File: config.mk
export PLATFORM = sky130hd
export DESIGN_NAME = buck_seq_ctrl
export DESIGN_NICKNAME = d
export VERILOG_FILES = /design/src/logic/buck_seq_ctrl.v
export VERILOG_INCLUDE_DIRS = /design/src /design/src/logic
export SDC_FILE = /design/constraint.sdc
export NUM_CORES = 1
export LEC_CHECK = 0
export BUFFER_PORTS_ARGS = -buffer_cell sky130_fd_sc_hd__buf_2
export CAP_MARGIN = 20
export CELL_PAD_IN_SITES_DETAIL_PLACEMENT = 0
export CELL_PAD_IN_SITES_GLOBAL_PLACEMENT = 1
export CORE_MARGIN = 2
export CORE_UTILIZATION = 40
export DETAILED_ROUTE_END_ITERATION = 8
export PLACE_DENSITY_LB_ADDON = 0.1
export SKIP_LAST_GASP = 1
export SLEW_MARGIN = 10
export SYNTH_ARGS = -nofsm -noshare
export SYNTH_HDL_FRONTEND = slang
export SYNTH_SLANG_ARGS = --single-unit
File: constraint.sdc
create_clock -name clk_sys_i -period 2.9 [get_ports clk_sys_i]
set_input_delay 0.435 -clock clk_sys_i [delete_from_list [all_inputs] [get_ports clk_sys_i]]
set_output_delay 0.435 -clock clk_sys_i [all_outputs]
set_load 0.01 [all_outputs]
File: src/logic/buck_seq_map.vh
`ifndef BUCK_SEQ_MAP_VH
`define BUCK_SEQ_MAP_VH

// ************************************************************
// Clock and timing
// ************************************************************
`define CLK_MHZ            200
`define RAMP_T0_US         500
`define RAMP_T1_US         770
`define RAMP_T2_US         1000
`define RAMP_T3_US         2000
`define EN_DELAY_US        10
`define SYNC_WIN_US        5
`define NONSYNC_CYCLES     3'h6

// ************************************************************
// Register offsets
// ************************************************************
`define OFS_SETPOINT       3'h0
`define OFS_CTRL1          3'h1
`define OFS_CTRL2          3'h2
`define OFS_CTRL3          3'h3
`define OFS_STATUS         3'h4

// ************************************************************
// Field positions
// ************************************************************
`define CTRL1_FORCED_PWM_OPERATION_BIT     0
`define CTRL1_SPAN_LSB     1
`define CTRL1_NONSYNC_BIT  3
`define CTRL2_DUR_LSB      0
`define CTRL3_SOLO_BIT     0

// ************************************************************
// Reset values
// ************************************************************
`define RST_CTRL1          8'h04
`define RST_CTRL2          8'h02
`define RST_CTRL3          8'h00
`define SETPT_STRAP0       8'h50
`define SETPT_STRAP1       8'h46
`define SETPT_STRAP2       8'h5f
`define SETPT_STRAP3       8'h24

// ************************************************************
// Operating modes
// ************************************************************
`define OP_OFF             2'h0
`define OP_CCM             2'h1
`define OP_DCM             2'h2
`define OP_PFM             2'h3

`endif

File: src/logic/buck_seq_ctrl.v
// Functional notes
// RULE_01 - Mode from sync pin and forced PWM bit
// RULE_02 - Forced PWM continuous fixed frequency after ramp
// RULE_03 - Power save picks CCM, DCM, skipping by load
// RULE_04 - Skipped pulses aligned to switching clock
// RULE_05 - Load release: low side off six cycles
// RULE_06 - Hold enable low until defaults and straps
// RULE_07 - Faults pull enable low unless standalone
// RULE_08 - Standalone: no fault pulldown, init still holds
// RULE_09 - Stack controller keeps standalone bit zero
// RULE_10 - Shared enable: stack waits, one fault stops
// RULE_11 - Ready: release pulldown, enable pin is input
// RULE_12 - Register access opens when init completes
// RULE_13 - Enable low: switches off, control disabled
// RULE_14 - Init order: hold, reference, straps, defaults
// RULE_15 - Idle registers usable; ramp after short delay
// RULE_16 - Ramp duration field picks four ramp times
// RULE_17 - Updates during ramp deferred until ramp end
// RULE_18 - Prebiased start: switch once ramp exceeds output
// RULE_19 - Ramp allows DCM and skipping always
// RULE_20 - Duration codes ascending, reset code 10
// RULE_21 - Ramp complete flag releases held updates
//
// Added by the designer: strobed register access and the register addresses.
`include "buck_seq_map.vh"

module buck_seq_ctrl #(
   parameter RAMP_CYC0    = `RAMP_T0_US * `CLK_MHZ,
   parameter RAMP_CYC1    = `RAMP_T1_US * `CLK_MHZ,
   parameter RAMP_CYC2    = `RAMP_T2_US * `CLK_MHZ,
   parameter RAMP_CYC3    = `RAMP_T3_US * `CLK_MHZ,
   parameter EN_DELAY_CYC = `EN_DELAY_US * `CLK_MHZ,
   parameter SYNC_WIN_CYC = `SYNC_WIN_US * `CLK_MHZ
) (
   input  wire       clk_sys_i,
   input  wire       rst_i,
   input  wire [2:0] reg_addr_i,
   input  wire [7:0] reg_wdata_i,
   input  wire       reg_wr_i,
   input  wire       reg_rd_i,
   output reg  [7:0] reg_rdata_o,
   input  wire       en_pin_i,
   output wire       en_pin_o,
   output wire       en_pin_oe_o,
   input  wire       mode_sync_pin_i,
   input  wire [1:0] setpoint_strap_pin_i,
   input  wire [1:0] frequency_strap_pin_i,
   input  wire       clkout_strap_pin_i,
   input  wire       ref_ready_i,
   input  wire       thermal_fault_i,
   input  wire       overvolt_fault_i,
   input  wire       sw_tick_i,
   input  wire [1:0] load_level_i,
   input  wire       pfm_demand_i,
   input  wire       load_release_i,
   input  wire       ramp_above_out_i,
   output reg        ref_enable_o,
   output reg  [1:0] freq_sel_o,
   output reg        clkout_sel_o,
   output reg  [1:0] op_mode_o,
   output reg        switch_pulse_o,
   output reg        lowside_en_o,
   output reg        ramp_active_o,
   output reg  [7:0] active_setpoint_o,
   output reg  [1:0] active_span_o
);

   // ************************************************************
   // Local constants
   // ************************************************************
   localparam S_HOLD  = 2'h0;
   localparam S_STRAP = 2'h1;
   localparam S_LOAD  = 2'h2;
   localparam S_READY = 2'h3;

   localparam C_OFF   = 2'h0;
   localparam C_DELAY = 2'h1;
   localparam C_RAMP  = 2'h2;
   localparam C_RUN   = 2'h3;

   localparam [1:0] LOAD_VLOW = 2'h0;
   localparam [1:0] LOAD_LOW  = 2'h1;

   // ************************************************************
   // Pin synchronisers
   // ************************************************************
   reg [1:0] en_meta_q;
   reg [1:0] mode_meta_q;
   reg [1:0] setpoint_strap_pin_meta_q;
   reg [1:0] setpoint_strap_pin_sync_q;
   reg [1:0] frequency_strap_pin_meta_q;
   reg [1:0] frequency_strap_pin_sync_q;
   reg [1:0] clko_meta_q;

   always @(posedge clk_sys_i) begin
      if (rst_i) begin
         en_meta_q   <= 2'h0;
         mode_meta_q <= 2'h0;
         setpoint_strap_pin_meta_q <= 2'h0;
         setpoint_strap_pin_sync_q <= 2'h0;
         frequency_strap_pin_meta_q <= 2'h0;
         frequency_strap_pin_sync_q <= 2'h0;
         clko_meta_q <= 2'h0;
      end else begin
         en_meta_q   <= {en_meta_q[0], en_pin_i};
         mode_meta_q <= {mode_meta_q[0], mode_sync_pin_i};
         setpoint_strap_pin_meta_q <= setpoint_strap_pin_i;
         setpoint_strap_pin_sync_q <= setpoint_strap_pin_meta_q;
         frequency_strap_pin_meta_q <= frequency_strap_pin_i;
         frequency_strap_pin_sync_q <= frequency_strap_pin_meta_q;
         clko_meta_q <= {clko_meta_q[0], clkout_strap_pin_i};
      end
   end

   wire en_sync   = en_meta_q[1];
   wire mode_sync = mode_meta_q[1];

   // ************************************************************
   // Power-up initialisation
   // ************************************************************
   reg [1:0] init_q;
   reg [7:0] strap_setpt_q;
   wire      init_done = (init_q == S_READY);

   always @(posedge clk_sys_i) begin
      if (rst_i) begin
         init_q        <= S_HOLD;
         ref_enable_o  <= 1'b0;
         freq_sel_o    <= 2'h0;
         clkout_sel_o  <= 1'b0;
         strap_setpt_q <= `SETPT_STRAP0;
      end else begin
         case (init_q)
            S_HOLD: begin
               ref_enable_o <= 1'b1;                              // [RULE_14]
               // Extra hold cycle lets the strap synchronisers fill after reset
               if (ref_ready_i && ref_enable_o) begin
                  init_q <= S_STRAP;
               end
            end
            S_STRAP: begin
               freq_sel_o   <= frequency_strap_pin_sync_q;                       // [RULE_06] [RULE_14]
               clkout_sel_o <= clko_meta_q[1];
               case (setpoint_strap_pin_sync_q)
                  2'h0:    strap_setpt_q <= `SETPT_STRAP0;
                  2'h1:    strap_setpt_q <= `SETPT_STRAP1;
                  2'h2:    strap_setpt_q <= `SETPT_STRAP2;
                  default: strap_setpt_q <= `SETPT_STRAP3;
               endcase
               init_q <= S_LOAD;
            end
            S_LOAD: begin
               init_q <= S_READY;                                 // [RULE_14]
            end
            default: begin
               init_q <= S_READY;
            end
         endcase
      end
   end

   // ************************************************************
   // Register file
   // ************************************************************
   reg [7:0] setpoint_field_q;
   reg [7:0] ctrl1_q;
   reg [7:0] ctrl2_q;
   reg [7:0] ctrl3_q;
   reg       ramp_done_q;
   reg [1:0] conv_q;
   wire      fault = thermal_fault_i | overvolt_fault_i;

   wire       forced_pwm_bit      = ctrl1_q[`CTRL1_FORCED_PWM_OPERATION_BIT];
   wire [1:0] level_span_field    = ctrl1_q[`CTRL1_SPAN_LSB +: 2];
   wire       nonsync_bit         = ctrl1_q[`CTRL1_NONSYNC_BIT];
   wire [1:0] ramp_duration_field = ctrl2_q[`CTRL2_DUR_LSB +: 2];
   wire       standalone_bit      = ctrl3_q[`CTRL3_SOLO_BIT];

   // Access gated by init only, never by enable or ready
   wire bus_open = init_done;                                     // [RULE_12] [RULE_15]

   always @(posedge clk_sys_i) begin
      if (rst_i) begin
         ctrl1_q          <= `RST_CTRL1;
         ctrl2_q          <= `RST_CTRL2;                          // [RULE_20]
         ctrl3_q          <= `RST_CTRL3;
         setpoint_field_q <= `SETPT_STRAP0;
      end else if (init_q == S_LOAD) begin
         setpoint_field_q <= strap_setpt_q;                       // [RULE_14]
      end else if (bus_open && reg_wr_i) begin
         case (reg_addr_i)
            `OFS_SETPOINT: setpoint_field_q <= reg_wdata_i;
            `OFS_CTRL1:    ctrl1_q          <= reg_wdata_i & 8'h0f;
            `OFS_CTRL2:    ctrl2_q          <= reg_wdata_i & 8'h03;
            `OFS_CTRL3:    ctrl3_q          <= reg_wdata_i & 8'h01;
            default:       ctrl1_q          <= ctrl1_q;
         endcase
      end
   end

   always @(posedge clk_sys_i) begin
      if (rst_i) begin
         reg_rdata_o <= 8'h00;
      end else if (bus_open && reg_rd_i) begin
         case (reg_addr_i)
            `OFS_SETPOINT: reg_rdata_o <= setpoint_field_q;
            `OFS_CTRL1:    reg_rdata_o <= ctrl1_q;
            `OFS_CTRL2:    reg_rdata_o <= ctrl2_q;
            `OFS_CTRL3:    reg_rdata_o <= ctrl3_q;
            `OFS_STATUS:   reg_rdata_o <= {op_mode_o, fault, ramp_done_q,
                                           (conv_q == C_RAMP), (conv_q != C_OFF),
                                           en_sync, init_done};
            default:       reg_rdata_o <= 8'h00;
         endcase
      end else begin
         reg_rdata_o <= 8'h00;
      end
   end

   // ************************************************************
   // Shared enable pin
   // ************************************************************
   // Open drain: only ever drives low, external pull-up gives high
   assign en_pin_o    = 1'b0;
   assign en_pin_oe_o = ~init_done |                              // [RULE_06] [RULE_08]
                        (fault & ~standalone_bit);                // [RULE_07] [RULE_09] [RULE_10]

   // Fault kills the local converter even when standalone
   wire enable = init_done & en_sync & ~fault;                    // [RULE_11] [RULE_10]

   // ************************************************************
   // Mode pin and external clock detection
   // ************************************************************
   reg        mode_prev_q;
   reg [10:0] sync_win_q;
   wire       sync_clk = (sync_win_q != 11'h000);

   always @(posedge clk_sys_i) begin
      if (rst_i) begin
         mode_prev_q <= 1'b0;
         sync_win_q  <= 11'h000;
      end else begin
         mode_prev_q <= mode_sync;
         if (mode_sync != mode_prev_q) begin
            sync_win_q <= SYNC_WIN_CYC[10:0];
         end else if (sync_clk) begin
            sync_win_q <= sync_win_q - 11'h001;
         end
      end
   end

   // Pin low, no sync clock and bit clear is the only power-save case
   wire power_save_operation = ~mode_sync & ~sync_clk & ~forced_pwm_bit;  // [RULE_01]

   // ************************************************************
   // Converter sequence and soft start
   // ************************************************************
   reg [18:0] cnt_q;
   reg [18:0] ramp_len;
   reg [1:0]  active_dur_q;

   always @* begin
      case (active_dur_q)                                         // [RULE_16] [RULE_20]
         2'h0:    ramp_len = RAMP_CYC0[18:0];
         2'h1:    ramp_len = RAMP_CYC1[18:0];
         2'h2:    ramp_len = RAMP_CYC2[18:0];
         default: ramp_len = RAMP_CYC3[18:0];
      endcase
   end

   always @(posedge clk_sys_i) begin
      if (rst_i) begin
         conv_q            <= C_OFF;
         cnt_q             <= 19'h00000;
         ramp_done_q       <= 1'b0;
         active_setpoint_o <= `SETPT_STRAP0;
         active_span_o     <= 2'h2;
         active_dur_q      <= 2'h2;
      end else if (!enable) begin
         conv_q            <= C_OFF;                              // [RULE_13]
         cnt_q             <= 19'h00000;
         ramp_done_q       <= 1'b0;
         active_setpoint_o <= setpoint_field_q;                   // [RULE_15]
         active_span_o     <= level_span_field;
         active_dur_q      <= ramp_duration_field;
      end else begin
         case (conv_q)
            C_OFF: begin
               conv_q <= C_DELAY;
               cnt_q  <= 19'h00000;
            end
            C_DELAY: begin
               if (cnt_q >= EN_DELAY_CYC[18:0] - 19'h00001) begin  // [RULE_15]
                  conv_q <= C_RAMP;
                  cnt_q  <= 19'h00000;
               end else begin
                  cnt_q <= cnt_q + 19'h00001;
               end
            end
            C_RAMP: begin
               // Shadow values frozen for the whole ramp
               if (cnt_q >= ramp_len - 19'h00001) begin           // [RULE_17] [RULE_18]
                  conv_q      <= C_RUN;
                  ramp_done_q <= 1'b1;                            // [RULE_21]
               end else begin
                  cnt_q <= cnt_q + 19'h00001;
               end
            end
            default: begin
               active_setpoint_o <= setpoint_field_q;             // [RULE_17] [RULE_21]
               active_span_o     <= level_span_field;
               active_dur_q      <= ramp_duration_field;
            end
         endcase
      end
   end

   // ************************************************************
   // Operating mode and switching
   // ************************************************************
   reg [1:0] load_mode;
   reg [2:0] nonsync_cnt_q;
   reg       release_prev_q;
   wire      ramping   = (conv_q == C_RAMP);
   // Prebiased output: hold switching until ramp passes it
   wire      switching = (conv_q == C_RUN) | (ramping & ramp_above_out_i);  // [RULE_18]

   always @* begin
      case (load_level_i)                                         // [RULE_03]
         LOAD_VLOW: load_mode = `OP_PFM;
         LOAD_LOW:  load_mode = `OP_DCM;
         default:   load_mode = `OP_CCM;
      endcase
   end

   always @(posedge clk_sys_i) begin
      if (rst_i) begin
         release_prev_q <= 1'b0;
         nonsync_cnt_q  <= 3'h0;
      end else begin
         release_prev_q <= load_release_i;
         if (!switching) begin
            nonsync_cnt_q <= 3'h0;
         end else if (load_release_i && !release_prev_q && nonsync_bit) begin
            nonsync_cnt_q <= `NONSYNC_CYCLES;                     // [RULE_05]
         end else if (sw_tick_i && nonsync_cnt_q != 3'h0) begin
            nonsync_cnt_q <= nonsync_cnt_q - 3'h1;
         end
      end
   end

   always @(posedge clk_sys_i) begin
      if (rst_i) begin
         op_mode_o      <= `OP_OFF;
         switch_pulse_o <= 1'b0;
         lowside_en_o   <= 1'b0;
         ramp_active_o  <= 1'b0;
      end else begin
         ramp_active_o <= ramping;
         if (!switching) begin
            op_mode_o      <= `OP_OFF;                            // [RULE_13]
            switch_pulse_o <= 1'b0;
            lowside_en_o   <= 1'b0;
         end else begin
            if (ramping || power_save_operation) begin
               op_mode_o <= load_mode;                            // [RULE_19] [RULE_03]
            end else begin
               op_mode_o <= `OP_CCM;                              // [RULE_02]
            end
            // Pulses only on the switching clock tick
            switch_pulse_o <= sw_tick_i &                         // [RULE_04]
                              ((op_mode_o != `OP_PFM) | pfm_demand_i);
            lowside_en_o   <= (nonsync_cnt_q == 3'h0);            // [RULE_05]
         end
      end
   end

endmodule

### After elaboration in Yosys (flattened, before gate mapping)

Cells that the tools add are included.

* add/subtract/negate cells: 4
* bitwise operators: 22
* magnitude comparators: 2
* reduce and logical (&&, ||, !) cells: 37
* equality and inequality tests: 22
* mux-type cells: 26

Operators by type and width (count)
* 19-bit case mux with 3 select lines: 2
* 8-bit 2-to-1 mux: 5
* 8-bit case mux with 5 select lines: 1
* 19-bit 2-to-1 mux: 2
* 7-bit case mux with 3 select lines: 1
* 10-bit 2-to-1 mux: 2
* 19-bit by 1-bit adder with 19-bit output (second input constant): 1
* 19-bit by 11-bit >= comparator with 1-bit output (second input constant): 1
* 19-bit >= comparator: 1
* 19-bit by 1-bit subtractor with 19-bit output (second input constant): 1
* 2-bit 2-to-1 mux: 7
* 2-bit == test (second input constant): 6
* 3-bit AND reduction: 4
* 1-bit NOT: 11
* 11-bit nonzero test: 1
* 11-bit by 1-bit subtractor with 11-bit output (second input constant): 1
* 2-bit by 1-bit == test with 1-bit output (second input constant): 5
* 2-bit logical NOT: 5
* 2-bit != test (second input constant): 5
* 2-bit nonzero test: 5
* 3-bit OR reduction: 3
* 2-bit case mux with 2 select lines: 2
* 2-bit OR reduction: 4
* 1-bit AND: 7
* 16 further kinds: 30

* register bits: 106
* bits of input ports: 31
* output and inout bits: 29

### Logic depth before layout (Yosys ltp)

Gate-level depths: netlist of run 1.

* depth after elaboration: 7
* mapped depth: 11

### Least setup slack after synthesis of run 1

Ideal clock, no wire load.

* path type: reg-to-reg
* start: reg active_dur_q[0]
* end: reg cnt_q[16]
* path buffers: 1
* setup slack: 0.090 ns
* setup time: 0.117 ns
* data arrival time: 2.692 ns
* cell stages (with the launch flop): 11
* required time: 2.783 ns
* cells stage by stage: dfxtp_1 -> inv_1 -> ha_1 -> ha_1 -> a21oi_1 -> a21boi_1 -> a311o_1 -> or4_4 -> buf_6 -> a22o_1 -> a32o_1

* cells in the longest elaborated chain, start to end: 6
* elaborated cells on any way between the ends: 8
* those cells by class: 1 x add/sub; 1 x order compare; 3 x eq/ne; 1 x mux; 2 x reduce/logical

RTL lines
* start: declaration: RTL line buck_seq_ctrl.v:260 `reg [1:0] active_dur_q;`
* start signal: assignment: RTL line buck_seq_ctrl.v:285 `active_dur_q <= ramp_duration_field;`
* start signal: assignment: RTL line buck_seq_ctrl.v:312 `active_dur_q <= ramp_duration_field;`
* 2-bit == test, or another cell as far along: RTL line buck_seq_ctrl.v:263 `case (active_dur_q)`
* 19-bit case mux with 3 select lines *: RTL line buck_seq_ctrl.v:263
* 19-bit by 1-bit subtractor with 19-bit output *: RTL line buck_seq_ctrl.v:302 `if (cnt_q >= ramp_len - 19'h00001) begin`
* 19-bit >= comparator *: RTL line buck_seq_ctrl.v:302
* 2-bit != test (no line) *
* 2-bit AND reduction (no line) *
* end signal: assignment: RTL line buck_seq_ctrl.v:297 `cnt_q <= cnt_q + 19'h00001;`
* end signal: assignment: RTL line buck_seq_ctrl.v:306 `cnt_q <= cnt_q + 19'h00001;`
* end: declaration: RTL line buck_seq_ctrl.v:258 `reg [18:0] cnt_q;`

Every way passes the cells marked *; elsewhere a longest branch is shown, timed or not.
A chain may end at the register's enable or synchronous reset.

### Worst setup path in the final report of run 1

* start: reg active_dur_q[1]
* end: reg cnt_q[12]

Same word-level chain as after synthesis.

==> flow_metrics.py, run 1 <==
metrics = {
    "routing": {
        "drt-total-wl_um": 12270,
        "num_vias": 4221,
        "wl_per_cell_um": 15.26,
        "vias_per_cell": 5.250,
        "drtIter0Drc": 265,
        "drt_pass1_iterations": 4,
        "ant_nets": 0,
        "drc_errors": 0,
    },
    "global_routing": {
        "grt_usage_pct": 19.06,
        "grt_first_pass_wirelength_um": 20000,
        "grt_max_degree": 64,
        "first_global_vias": 3978,
        "grt_overflow": 0,
        "antenna_found_initial": 0,
    },
    "placed_design": {
        "place_congestion": 0.8452,
        "port_buffers": 58,
        "dp_hpwl_um": 9261,
    },
    "cts": {
        "cts_hold_buffers": 0,
        "root_buffer": "clkbuf_16",
        "cts_buffer_depth": 2,
        "cts_setup_buffers": 0,
        "clkLatencyLatePin_ns": 0.36,
        "ctsHtreeMaxLevel": 3,
        "cts_num_sinks": 104,
        "cts_tree": "built",
        "cts.clk_slew.worst_paths_ns": 0.07,
        "cts_buffers": 9,
    },
    "final_layout": {
        "nFillCells": 1239,
        "antenna_cells": 0,
        "final_nets": 700,
        "final_common_cell": "dfxtp_1",
        "area_growth_pct": 17.27,
        "mostFrequentLayoutCells": "dfxtp_1 (102), nor2_1 (65), buf_2 (58), a21oi_1 (43), nand2_1 (36)",
        "drive_above_1_share_pct": 18.40,
    },
    "synthesis": {
        "syn_area_um2": 5015,
        "synth.ff_latch_count": 104,
        "yosysSeqAreaShare_pct": 41.52,
        "ys_types": 61,
        "ys_dominant_reg_cell": "dfxtp_1",
        "netlist_instances": 566,
        "ys_warn_count": 0,
        "syn_nets": 634,
        "synth.avg_cell_area_um2": 8.860,
        "synth_edf_count": 0,
        "async_flop_share_pct": 0,
    },
    "timing": {
        "rsz0062_at_grt": "no",
        "post-route-period-util_pct": 96.32,
        "tightest_slew_ns": 0.6534,
        "clock_skew_ns": 0.005848,
        "slew_headroom_pct": 56.44,
        "final.setup.tns_ns": 0,
        "hold_violations": 0,
        "period_minus_slack_ns": 2.793,
        "setup_viol": 0,
        "drv_slew": 0,
        "max_freq_mhz": 358.0,
    },
    "critical_path": {
        "r2r_slack_ns": 0.11,
        "cp.required_ns": 3.15,
        "r2r_start": "active_dur_q[1]",
        "r2r_cells": 10,
        "crit_fanout": 5,
        "crit_type": "reg2reg",
        "end_kind": "flip-flop",
        "r2r_end": "cnt_q[12]",
        "arrival_ns": 3.05,
        "start_kind": "flip-flop",
        "critPathLaunch": "active_dur_q[1]",
        "crit_end": "cnt_q[12]",
    },
    "floorplanning": {
        "die_w_um": 116.0,
        "rows": 40,
        "fp.dieArea_um2": 13450,
        "die_h_um": 116.0,
        "ioPinCount": 60,
        "core_area_um2": 12110,
        "start_util_pct": 41.40,
    },
    "power": {
        "power_density_nw_per_um2": 543.7,
        "p_total_mw": 3.197,
        "p_leak_nw": 2.308,
        "ir_worst_vdd_uv": 338.9,
    },
    "status": {
        "status": "completed",
    },
    "flow_run": {
        "maxCapViolations": 0,
    },
    "worst_hold_path": {
        "min_path_type": "in2reg",
    },
}
==> where the power goes <==
| part | internal (mW) | switching (mW) |
|---|---|---|
| registers | 1.52 | 0.0733 |
| logic | 0.208 | 0.242 |
| clock network | 0.591 | 0.568 |
| total | 2.31 | 0.883 |
==> routing by layer <==
metal,vias up,share of wire (%),wire (um),GRT usage (%)
li1,2139,-,-,-
met1,1980,48,5908,25.61
met2,92,46,5598,30.57
met3,10,4.9,604,4.393
met4,0,1.3,158,5.873
met5,-,0,0,0
==> flip-flops by register name, summed over array words and instances (netlist names), 3 cells and up <==
register and flops:
nonsync_cnt_q 3, reg_rdata_o 8, setpoint_field_q 8, ctrl1_q 4, cnt_q 19, sync_win_q 11
active_setpoint_o 8, strap_setpt_q 6
==> stage by stage <==
stage          util (%)  setup slack, ns  hold slack, ns  cells  area (um2)
2_1_floorplan         -          0.09028          0.4138    566        5015
6_report          48.55           0.1067          0.2523    804        5881
3_3_place_gp      45.91           0.2133          0.4185    788        5560
3_5_place_dp      45.91           0.1391          0.4258    788        5560
5_1_grt           48.55         0.003376          0.2562    804        5881
4_1_cts           48.18           0.1294          0.2377    803        5836
==> synthesized netlist by cell type (3+ instances only) <==
master,n,area (um2)
a211o_1,6,52.55
a211oi_1,8,60.06
a21oi_1,44,220.2
a22o_1,3,26.28
a32o_1,4,40.04
and2_1,4,25.02
and3_1,5,31.28
and4_1,3,26.28
buf_2,3,15.01
clkbuf_1,18,67.56
dfxtp_1,104,2082
ha_1,37,462.9
inv_1,20,75.07
mux2i_1,29,290.3
nand2_1,36,135.1
nand2b_1,5,31.28
nand3_1,25,125.1
nand4_1,6,37.54
nand4b_1,7,61.31
nor2_1,66,247.7
nor2b_1,28,175.2
nor3_1,13,65.06
nor3b_1,3,22.52
o21ai_0,23,115.1
or2_2,5,31.28
or3_1,4,25.02
or4_1,7,52.55
xnor2_1,6,52.55
xor2_1,3,26.28
==> what timing repair did <==
item                                    CTS  global route
resized for setup                         0            10
hold endpoints to repair                  0             0
endpoints found under the setup margin    0             5
==> cells by family after synthesis <==
| logic type | synth area share (%) |
|---|---|
| AND/OR/NAND/NOR | 23.90 |
| buffers and inverters | 3.667 |
| multiplexers | 5.788 |
| adder cells (fa/ha/maj) | 9.231 |
| other | 0.1498 |
| XOR/XNOR | 1.572 |
| flip-flops | 41.52 |
| AO/OA/AOI/OAI | 14.17 |
==> area by class of cell <==
| cell class | instances | area, um2 | area share (%) |
|---|---|---|---|
| clock buffers | 9 | 225.2 | 3.830 |
| clock inverters | 6 | 50.05 | 0.8511 |
| inverters | 21 | 78.83 | 1.340 |
| multi-input cells | 418 | 2791 | 47.47 |
| flip-flops and latches | 104 | 2085 | 35.45 |
| well taps | 168 | 210.2 | 3.574 |
| repair buffers | 78 | 440.4 | 7.489 |
==> critical path, stage by stage, from the launching register on <==
cell and delay [ns]:
dfxtp_2 0.33, buf_4 0.14, ha_1 0.19, xor2_1 0.17, ha_1 0.19, a211oi_2 0.24, nor2_2 0.07, o31a_1 0.36
or4_4 0.55, a22o_1 0.26, a32o_1 0.20
==> worst min path at each step <==
stage                          from        endpoint  slack (ns)  depth (start not counted)
finish              load_level_i[0]    op_mode_o[0]        0.25                          2
global route        load_level_i[1]    op_mode_o[1]        0.26                          2
CTS                 load_level_i[0]    op_mode_o[0]        0.24                          2
detailed placement     en_meta_q[0]    en_meta_q[1]        0.43                          1
global placement     clko_meta_q[0]  clko_meta_q[1]        0.42                          1
floorplan            clko_meta_q[0]  clko_meta_q[1]        0.41                          1
Note: power is estimated with default switching activity, not from simulation.
==> run 2: changes to the inputs <==
--- a/config.mk
+++ b/config.mk
@@ -6,14 +6,16 @@
 export SDC_FILE = /design/constraint.sdc
 export NUM_CORES = 1
 export LEC_CHECK = 0
+export ABC_AREA = 1
 export BUFFER_PORTS_ARGS = -buffer_cell sky130_fd_sc_hd__buf_2
 export CAP_MARGIN = 20
 export CELL_PAD_IN_SITES_DETAIL_PLACEMENT = 0
 export CELL_PAD_IN_SITES_GLOBAL_PLACEMENT = 1
 export CORE_MARGIN = 2
-export CORE_UTILIZATION = 40
+export CORE_UTILIZATION = 38
 export DETAILED_ROUTE_END_ITERATION = 8
 export PLACE_DENSITY_LB_ADDON = 0.1
+export REMOVE_ABC_BUFFERS = 1
 export SKIP_LAST_GASP = 1
 export SLEW_MARGIN = 10
 export SYNTH_ARGS = -nofsm -noshare
==> flow_metrics.py, run 2 <==
metrics = {
    "timing": {
        "drv_slew": 0,
        "slew_headroom_pct": 51.04,
        "layout_setup_ws_ns": 0.3682,
        "clock_skew_ns": 0.007672,
        "hold_violations": 0,
        "rsz0062_at_grt": "no",
        "setup_viol": 0,
        "post-route-period-util_pct": 87.30,
        "period_minus_slack_ns": 2.532,
        "max_freq_mhz": 395.0,
        "tightest_slew_ns": 0.7336,
        "final.setup.tns_ns": 0,
    },
    "worst_hold_path": {
        "hp-start": "setpoint_strap_pin_i[1]",
        "min_path_type": "in2reg",
        "hold_depth": 3,
        "hold_path_end": "setpoint_strap_pin_meta_q[1]",
    },
    "routing": {
        "drtIter0Drc": 249,
        "num_vias": 4670,
        "vias_per_cell": 4.770,
        "drt-total-wl_um": 13870,
        "drt_pass1_iterations": 4,
        "drc_errors": 0,
        "ant_nets": 0,
        "wl_per_cell_um": 14.17,
    },
    "cts": {
        "cts_tree": "built",
        "root_buffer": "clkbuf_16",
        "ctsHtreeMaxLevel": 3,
        "cts_setup_buffers": 0,
        "post_cts_resized": 0,
        "cts.clk_slew.worst_paths_ns": 0.07,
        "cts_buffers": 9,
        "cts_buffer_depth": 2,
        "cts_num_sinks": 104,
        "clkLatencyLatePin_ns": 0.35,
        "cts_hold_buffers": 0,
    },
    "floorplanning": {
        "start_util_pct": 38.62,
        "rows": 43,
        "die_h_um": 122.5,
        "die_w_um": 122.5,
        "fp.dieArea_um2": 15020,
        "ioPinCount": 60,
        "core_area_um2": 13830,
    },
    "critical_path": {
        "r2r_cells": 15,
        "crit_top_cell": "nor2_1",
        "start_kind": "flip-flop",
        "r2r_slack_ns": 0.37,
        "crit_fanout": 17,
        "end_kind": "flip-flop",
        "cp.required_ns": 3.18,
        "crit_type": "reg2reg",
        "arrival_ns": 2.81,
        "cpPeakStageDelay_ns": 0.40,
        "r2r_start": "active_dur_q[0]",
        "worst-path-buf-inv": 2,
        "r2r_end": "cnt_q[9]",
        "cp_slowest_cell": "dfxtp_2",
        "path_cells": "inv_1, ha_1, xor2_1, ha_1, nand2_1, nor2_1, nand3_1, nor2_1, nor2_1, nand3_2, nand2_4, nand2_8, o21bai_1, inv_1, nor2_1",
        "crit_family": "simple AND/OR/NAND/NOR gates",
    },
    "global_routing": {
        "first_global_vias": 4518,
        "grt_max_degree": 29,
        "antenna_found_initial": 0,
        "grt_first_pass_wirelength_um": 22700,
        "grt_usage_pct": 19.61,
        "grt_overflow": 0,
    },
    "final_layout": {
        "drive_above_1_share_pct": 14.52,
        "mostFrequentLayoutCells": "nand2_1 (123), inv_1 (108), nor2_1 (107), dfxtp_1 (103), buf_2 (58)",
        "largestRegisters": "cnt_q (19), sync_win_q (11)",
        "antenna_cells": 0,
        "area_growth_pct": 14.62,
        "finish.utilization_pct": 44.27,
        "final_common_cell": "nand2_1",
        "final_area_um2": 6121,
        "final_nets": 862,
        "largest_reg_flops": 19,
        "regMostFlops": "cnt_q",
    },
    "synthesis": {
        "yosysSeqAreaShare_pct": 38.99,
        "ys_types": 42,
        "netlist_instances": 735,
        "synth_area_leaders": "dfxtp_1 (39%), ha_1 (8.7%), nand2_1 (8.6%)",
        "async_flop_share_pct": 0,
        "netlist.top_cell.by_area": "dfxtp_1",
        "netlist_top_cells_count": "nand2_1 (123), inv_1 (108), nor2_1 (107)",
        "synth_edf_count": 0,
        "synth.avg_cell_area_um2": 7.265,
        "syn_area_um2": 5340,
        "synth.ff_latch_count": 104,
        "synth.most_common_cell": "nand2_1",
        "ys_dominant_reg_cell": "dfxtp_1",
        "ys_warn_count": 0,
        "synth_top_area_share_pct": 38.99,
    },
    "placed_design": {
        "place_congestion": 0.8541,
        "place_area_um2": 5807,
        "port_buffers": 58,
        "dpl_worst_slack_ns": 0.1918,
        "dp_hpwl_um": 10660,
    },
    "status": {
        "status": "completed",
    },
    "power": {
        "ir_worst_vdd_uv": 466.6,
        "power_density_nw_per_um2": 543.1,
        "p_total_mw": 3.324,
        "p_leak_nw": 2.705,
    },
    "flow_run": {
        "maxCapViolations": 0,
    },
}
-- run 2: cell count changes after synthesis, sizes merged, moves of 7 or more --
cell and change:
a211oi -7, a21oi +9, clkbuf -11, inv +91
mux2i -29, nand2 +101, nand3 +16, nand4 +7
nand4b -7, nor2 +41, nor2b -28, o21ai +20
or4 -8
-- run 2: cell families (layout without fill, tap and decap cells) --
logic type	count (synthesis)	in the layout	synth area share [%]
adders and majority gates	37	37	8.669
buffers and inverters	130	194	9.770
and+or+nand+nor	323	323	26.43
AOI/OAI and AO/OA	124	124	13.54
other	2	2	0.1406
xor gates and xnor gates	15	15	2.460
DFF	104	104	38.99
-- run 2: tightest hold or removal path, stage by stage --
cell and delay (ns):
buf_2 0.07, inv_1 0.03, nor2_1 0.06
-- run 2: metal layers --
metal  global-route usage, %  up-vias  routed length [um]  share of wire, %
met4                   3.951        0                 148               1.1
met2                   35.52       64                6979                50
met5                       0        -                   0                 0
met3                   4.926       10                 503               3.6
met1                   23.42     2119                6238                45
li1                        -     2477                   -                 -
-- run 2: where the power goes --
group,internal [mW],switching (mW)
Combinational,0.183,0.299
Sequential,1.52,0.0671
Clock,0.702,0.551
Total,2.41,0.917
-- run 2: worst max-delay path by stage --
stage	start	to	slack [ns]	cells past startpoint
after detailed placement	active_dur_q[0]	cnt_q[16]	0.19	14
final	active_dur_q[0]	cnt_q[9]	0.37	15
after CTS	active_dur_q[0]	cnt_q[16]	0.19	14
after floorplan	active_dur_q[0]	cnt_q[16]	0.64	14
after global routing	active_dur_q[0]	cnt_q[1]	0.09	14
after global placement	active_dur_q[0]	cnt_q[16]	0.26	14
-- run 2: metrics by stage --
step                std cells  hold slack, ns
detailed placement        963          0.3936
CTS                       979          0.2714
global placement          963          0.3904
finish                    979          0.2824
floorplan                 719          0.3883
global route              979          0.2752
-- run 2: area by class of cell --
class                      count  area [um2]
multi-input combinational    501        2744
sequential                   104        2083
fill                        1441        7706
tap                          180       225.2
clock inverter                 5       62.56
clock buffer                  11       242.7
inverter                     114       427.9
timing repair buffer          64       335.3
==> run 3: changes to the inputs <==
--- a/config.mk
+++ b/config.mk
@@ -7,7 +7,7 @@
 export NUM_CORES = 1
 export LEC_CHECK = 0
 export ABC_AREA = 1
-export BUFFER_PORTS_ARGS = -buffer_cell sky130_fd_sc_hd__buf_2
+export BUFFER_PORTS_ARGS = -buffer_cell sky130_fd_sc_hd__buf_4
 export CAP_MARGIN = 20
 export CELL_PAD_IN_SITES_DETAIL_PLACEMENT = 0
 export CELL_PAD_IN_SITES_GLOBAL_PLACEMENT = 1
==> flow_metrics.py, run 3 (same netlist as run 2, synthesis figures left out) <==
metrics = {
    "critical_path": {
        "cp.required_ns": 3.14,
        "crit_type": "reg2reg",
        "crit_top_cell": "nor2_1",
        "end_kind": "flip-flop",
        "cpPeakStageDelay_ns": 0.47,
        "crit_fanout": 7,
        "crit_family": "simple AND/OR/NAND/NOR gates",
        "start_kind": "flip-flop",
        "cp_slowest_cell": "o21ai_0",
        "worst-path-buf-inv": 1,
        "path_cells": "inv_1, ha_1, xor2_1, ha_1, nand2_1, nor2_1, nand3_1, nor2_1, nor2_1, nand3_2, o21ai_0, nand2_1, nand2_1, nor2_1",
        "arrival_ns": 2.80,
    },
    "final_layout": {
        "drive_above_1_share_pct": 14.41,
        "antenna_cells": 0,
        "regMostFlops": "cnt_q",
        "area_growth_pct": 16.73,
        "nFillCells": 1416,
        "mostFrequentLayoutCells": "nand2_1 (123), inv_1 (108), nor2_1 (107), dfxtp_1 (103), buf_4 (63)",
        "final_nets": 861,
        "final_common_cell": "nand2_1",
        "largest_reg_flops": 19,
        "largestRegisters": "cnt_q (19), sync_win_q (11)",
        "finish.utilization_pct": 45.08,
        "final_area_um2": 6233,
    },
    "worst_hold_path": {
        "min_path_type": "in2reg",
    },
    "floorplanning": {
        "rows": 43,
        "die_h_um": 122.5,
        "die_w_um": 122.5,
        "start_util_pct": 38.62,
        "ioPinCount": 60,
        "core_area_um2": 13830,
        "fp.dieArea_um2": 15020,
    },
    "cts": {
        "cts_num_sinks": 104,
        "cts.clk_slew.worst_paths_ns": 0.07,
        "cts_hold_buffers": 0,
        "clkLatencyLatePin_ns": 0.35,
        "cts_buffers": 9,
        "root_buffer": "clkbuf_16",
        "cts_tree": "built",
        "ctsHtreeMaxLevel": 3,
        "cts_buffer_depth": 2,
    },
    "power": {
        "power_frac_seq_pct": 49.0,
        "swShare_pct": 28.25,
        "p_comb_share_pct": 15.3,
        "p_int_mw": 2.333,
        "p_leak_nw": 2.721,
        "pwr-share-clk_pct": 35.8,
        "ir_worst_vdd_uv": 476.5,
        "p_sw_uw": 918.7,
        "power_density_nw_per_um2": 521.7,
    },
    "timing": {
        "drv_slew": 0,
        "post-route-period-util_pct": 88.40,
        "setup_viol": 0,
        "period_minus_slack_ns": 2.564,
        "hold_violations": 0,
        "tightest_slew_ns": 0.7528,
        "final.setup.tns_ns": 0,
        "clock_skew_ns": 0.004947,
        "max_freq_mhz": 390.1,
        "slew_headroom_pct": 49.76,
        "rsz0062_at_grt": "no",
    },
    "global_routing": {
        "grt_usage_pct": 19.90,
        "grt_first_pass_wirelength_um": 23090,
        "grt_overflow": 0,
        "antenna_found_initial": 0,
        "first_global_vias": 4682,
        "grt_max_degree": 38,
    },
    "placed_design": {
        "port_buffers": 58,
        "place_congestion": 0.8238,
        "place_area_um2": 5944,
        "dp_hpwl_um": 10700,
    },
    "routing": {
        "drc_errors": 0,
        "vias_per_cell": 4.837,
        "ant_nets": 0,
        "num_vias": 4731,
        "drtIter0Drc": 305,
        "drt_pass1_iterations": 4,
        "wl_per_cell_um": 14.22,
        "drt-total-wl_um": 13900,
    },
    "flow_run": {
        "maxCapViolations": 0,
    },
    "status": {
        "status": "completed",
    },
}
==> run 3: cell types whose count changed in the layout (fill, tap and decap cells not counted) <==
cell	previous run	this run
buf_2	58	0
buf_4	6	63
bufinv_16	1	0
clkinv_2	1	2
o21ai_0	41	42
o21ai_1	2	1
==> run 3: worst register-to-register path, cell delays in order (launching register included) <==
cell	delay, ns
dfxtp_2	0.40
inv_1	0.12
ha_1	0.27
xor2_1	0.17
ha_1	0.29
nand2_1	0.08
nor2_1	0.05
nand3_1	0.07
nor2_1	0.04
nor2_1	0.11
nand3_2	0.16
o21ai_0	0.47
nand2_1	0.11
nand2_1	0.08
nor2_1	0.03
==> run 3: power groups by stage <==
stage                     Sequential, mW  Clock, mW  Combinational (mW)
after global routing                1.60       1.26               0.583
final                               1.59       1.16               0.497
after global placement              1.62          0               0.480
after CTS                           1.59       1.21               0.500
after detailed placement            1.62          0               0.497
after floorplan                     1.61          0               0.349
==> run 3: repair_timing <==
item,CTS,global route
gates resized for setup,0,2
endpoints found under the setup margin,0,12
buffers inserted,0,0
==> run 3: path summary, 6_finish.rpt <==
check / cells after the start / from / to / slack (ns)
max: 14 / active_dur_q[0] / conv_q[1] / 0.34
min: 3 / frequency_strap_pin_i[0] / frequency_strap_pin_meta_q[0] / 0.29
max reg2reg: 14 / active_dur_q[0] / conv_q[1] / 0.34
min reg2reg: 2 / frequency_strap_pin_meta_q[1] / frequency_strap_pin_sync_q[1] / 0.41
==> run 3: through the flow <==
stage	hold WS, ns	power [mW]	setup WS [ns]	instances
detailed placement	0.3967	2.121	0.2061	962
finish	0.2859	3.252	0.3364	978
global route	0.2820	3.441	0.03160	978
floorplan	0.3883	1.956	0.6356	719
CTS	0.2710	3.303	0.1956	978
global placement	0.3896	2.099	0.2811	962
==> run 3: layout make-up <==
| cell class | count | area, um2 | share of cell area (%) |
|---|---|---|---|
| Clock inverter | 5 | 37.54 | 0.6022 |
| Inverter | 114 | 427.9 | 6.865 |
| Sequential cell | 104 | 2083 | 33.42 |
| Multi-Input combinational cell | 501 | 2744 | 44.02 |
| Timing Repair Buffer | 63 | 473.0 | 7.587 |
| Tap cell | 180 | 225.2 | 3.613 |
| Clock buffer | 11 | 242.7 | 3.894 |
==> run 3: per-layer routing <==
metal,vias up,GRT usage (%),share of wire (%)
met4,0,4.526,1.0
met2,62,36.32,52
met1,2186,23.46,43
li1,2472,-,-
met3,11,4.786,3.7
met5,-,0,0
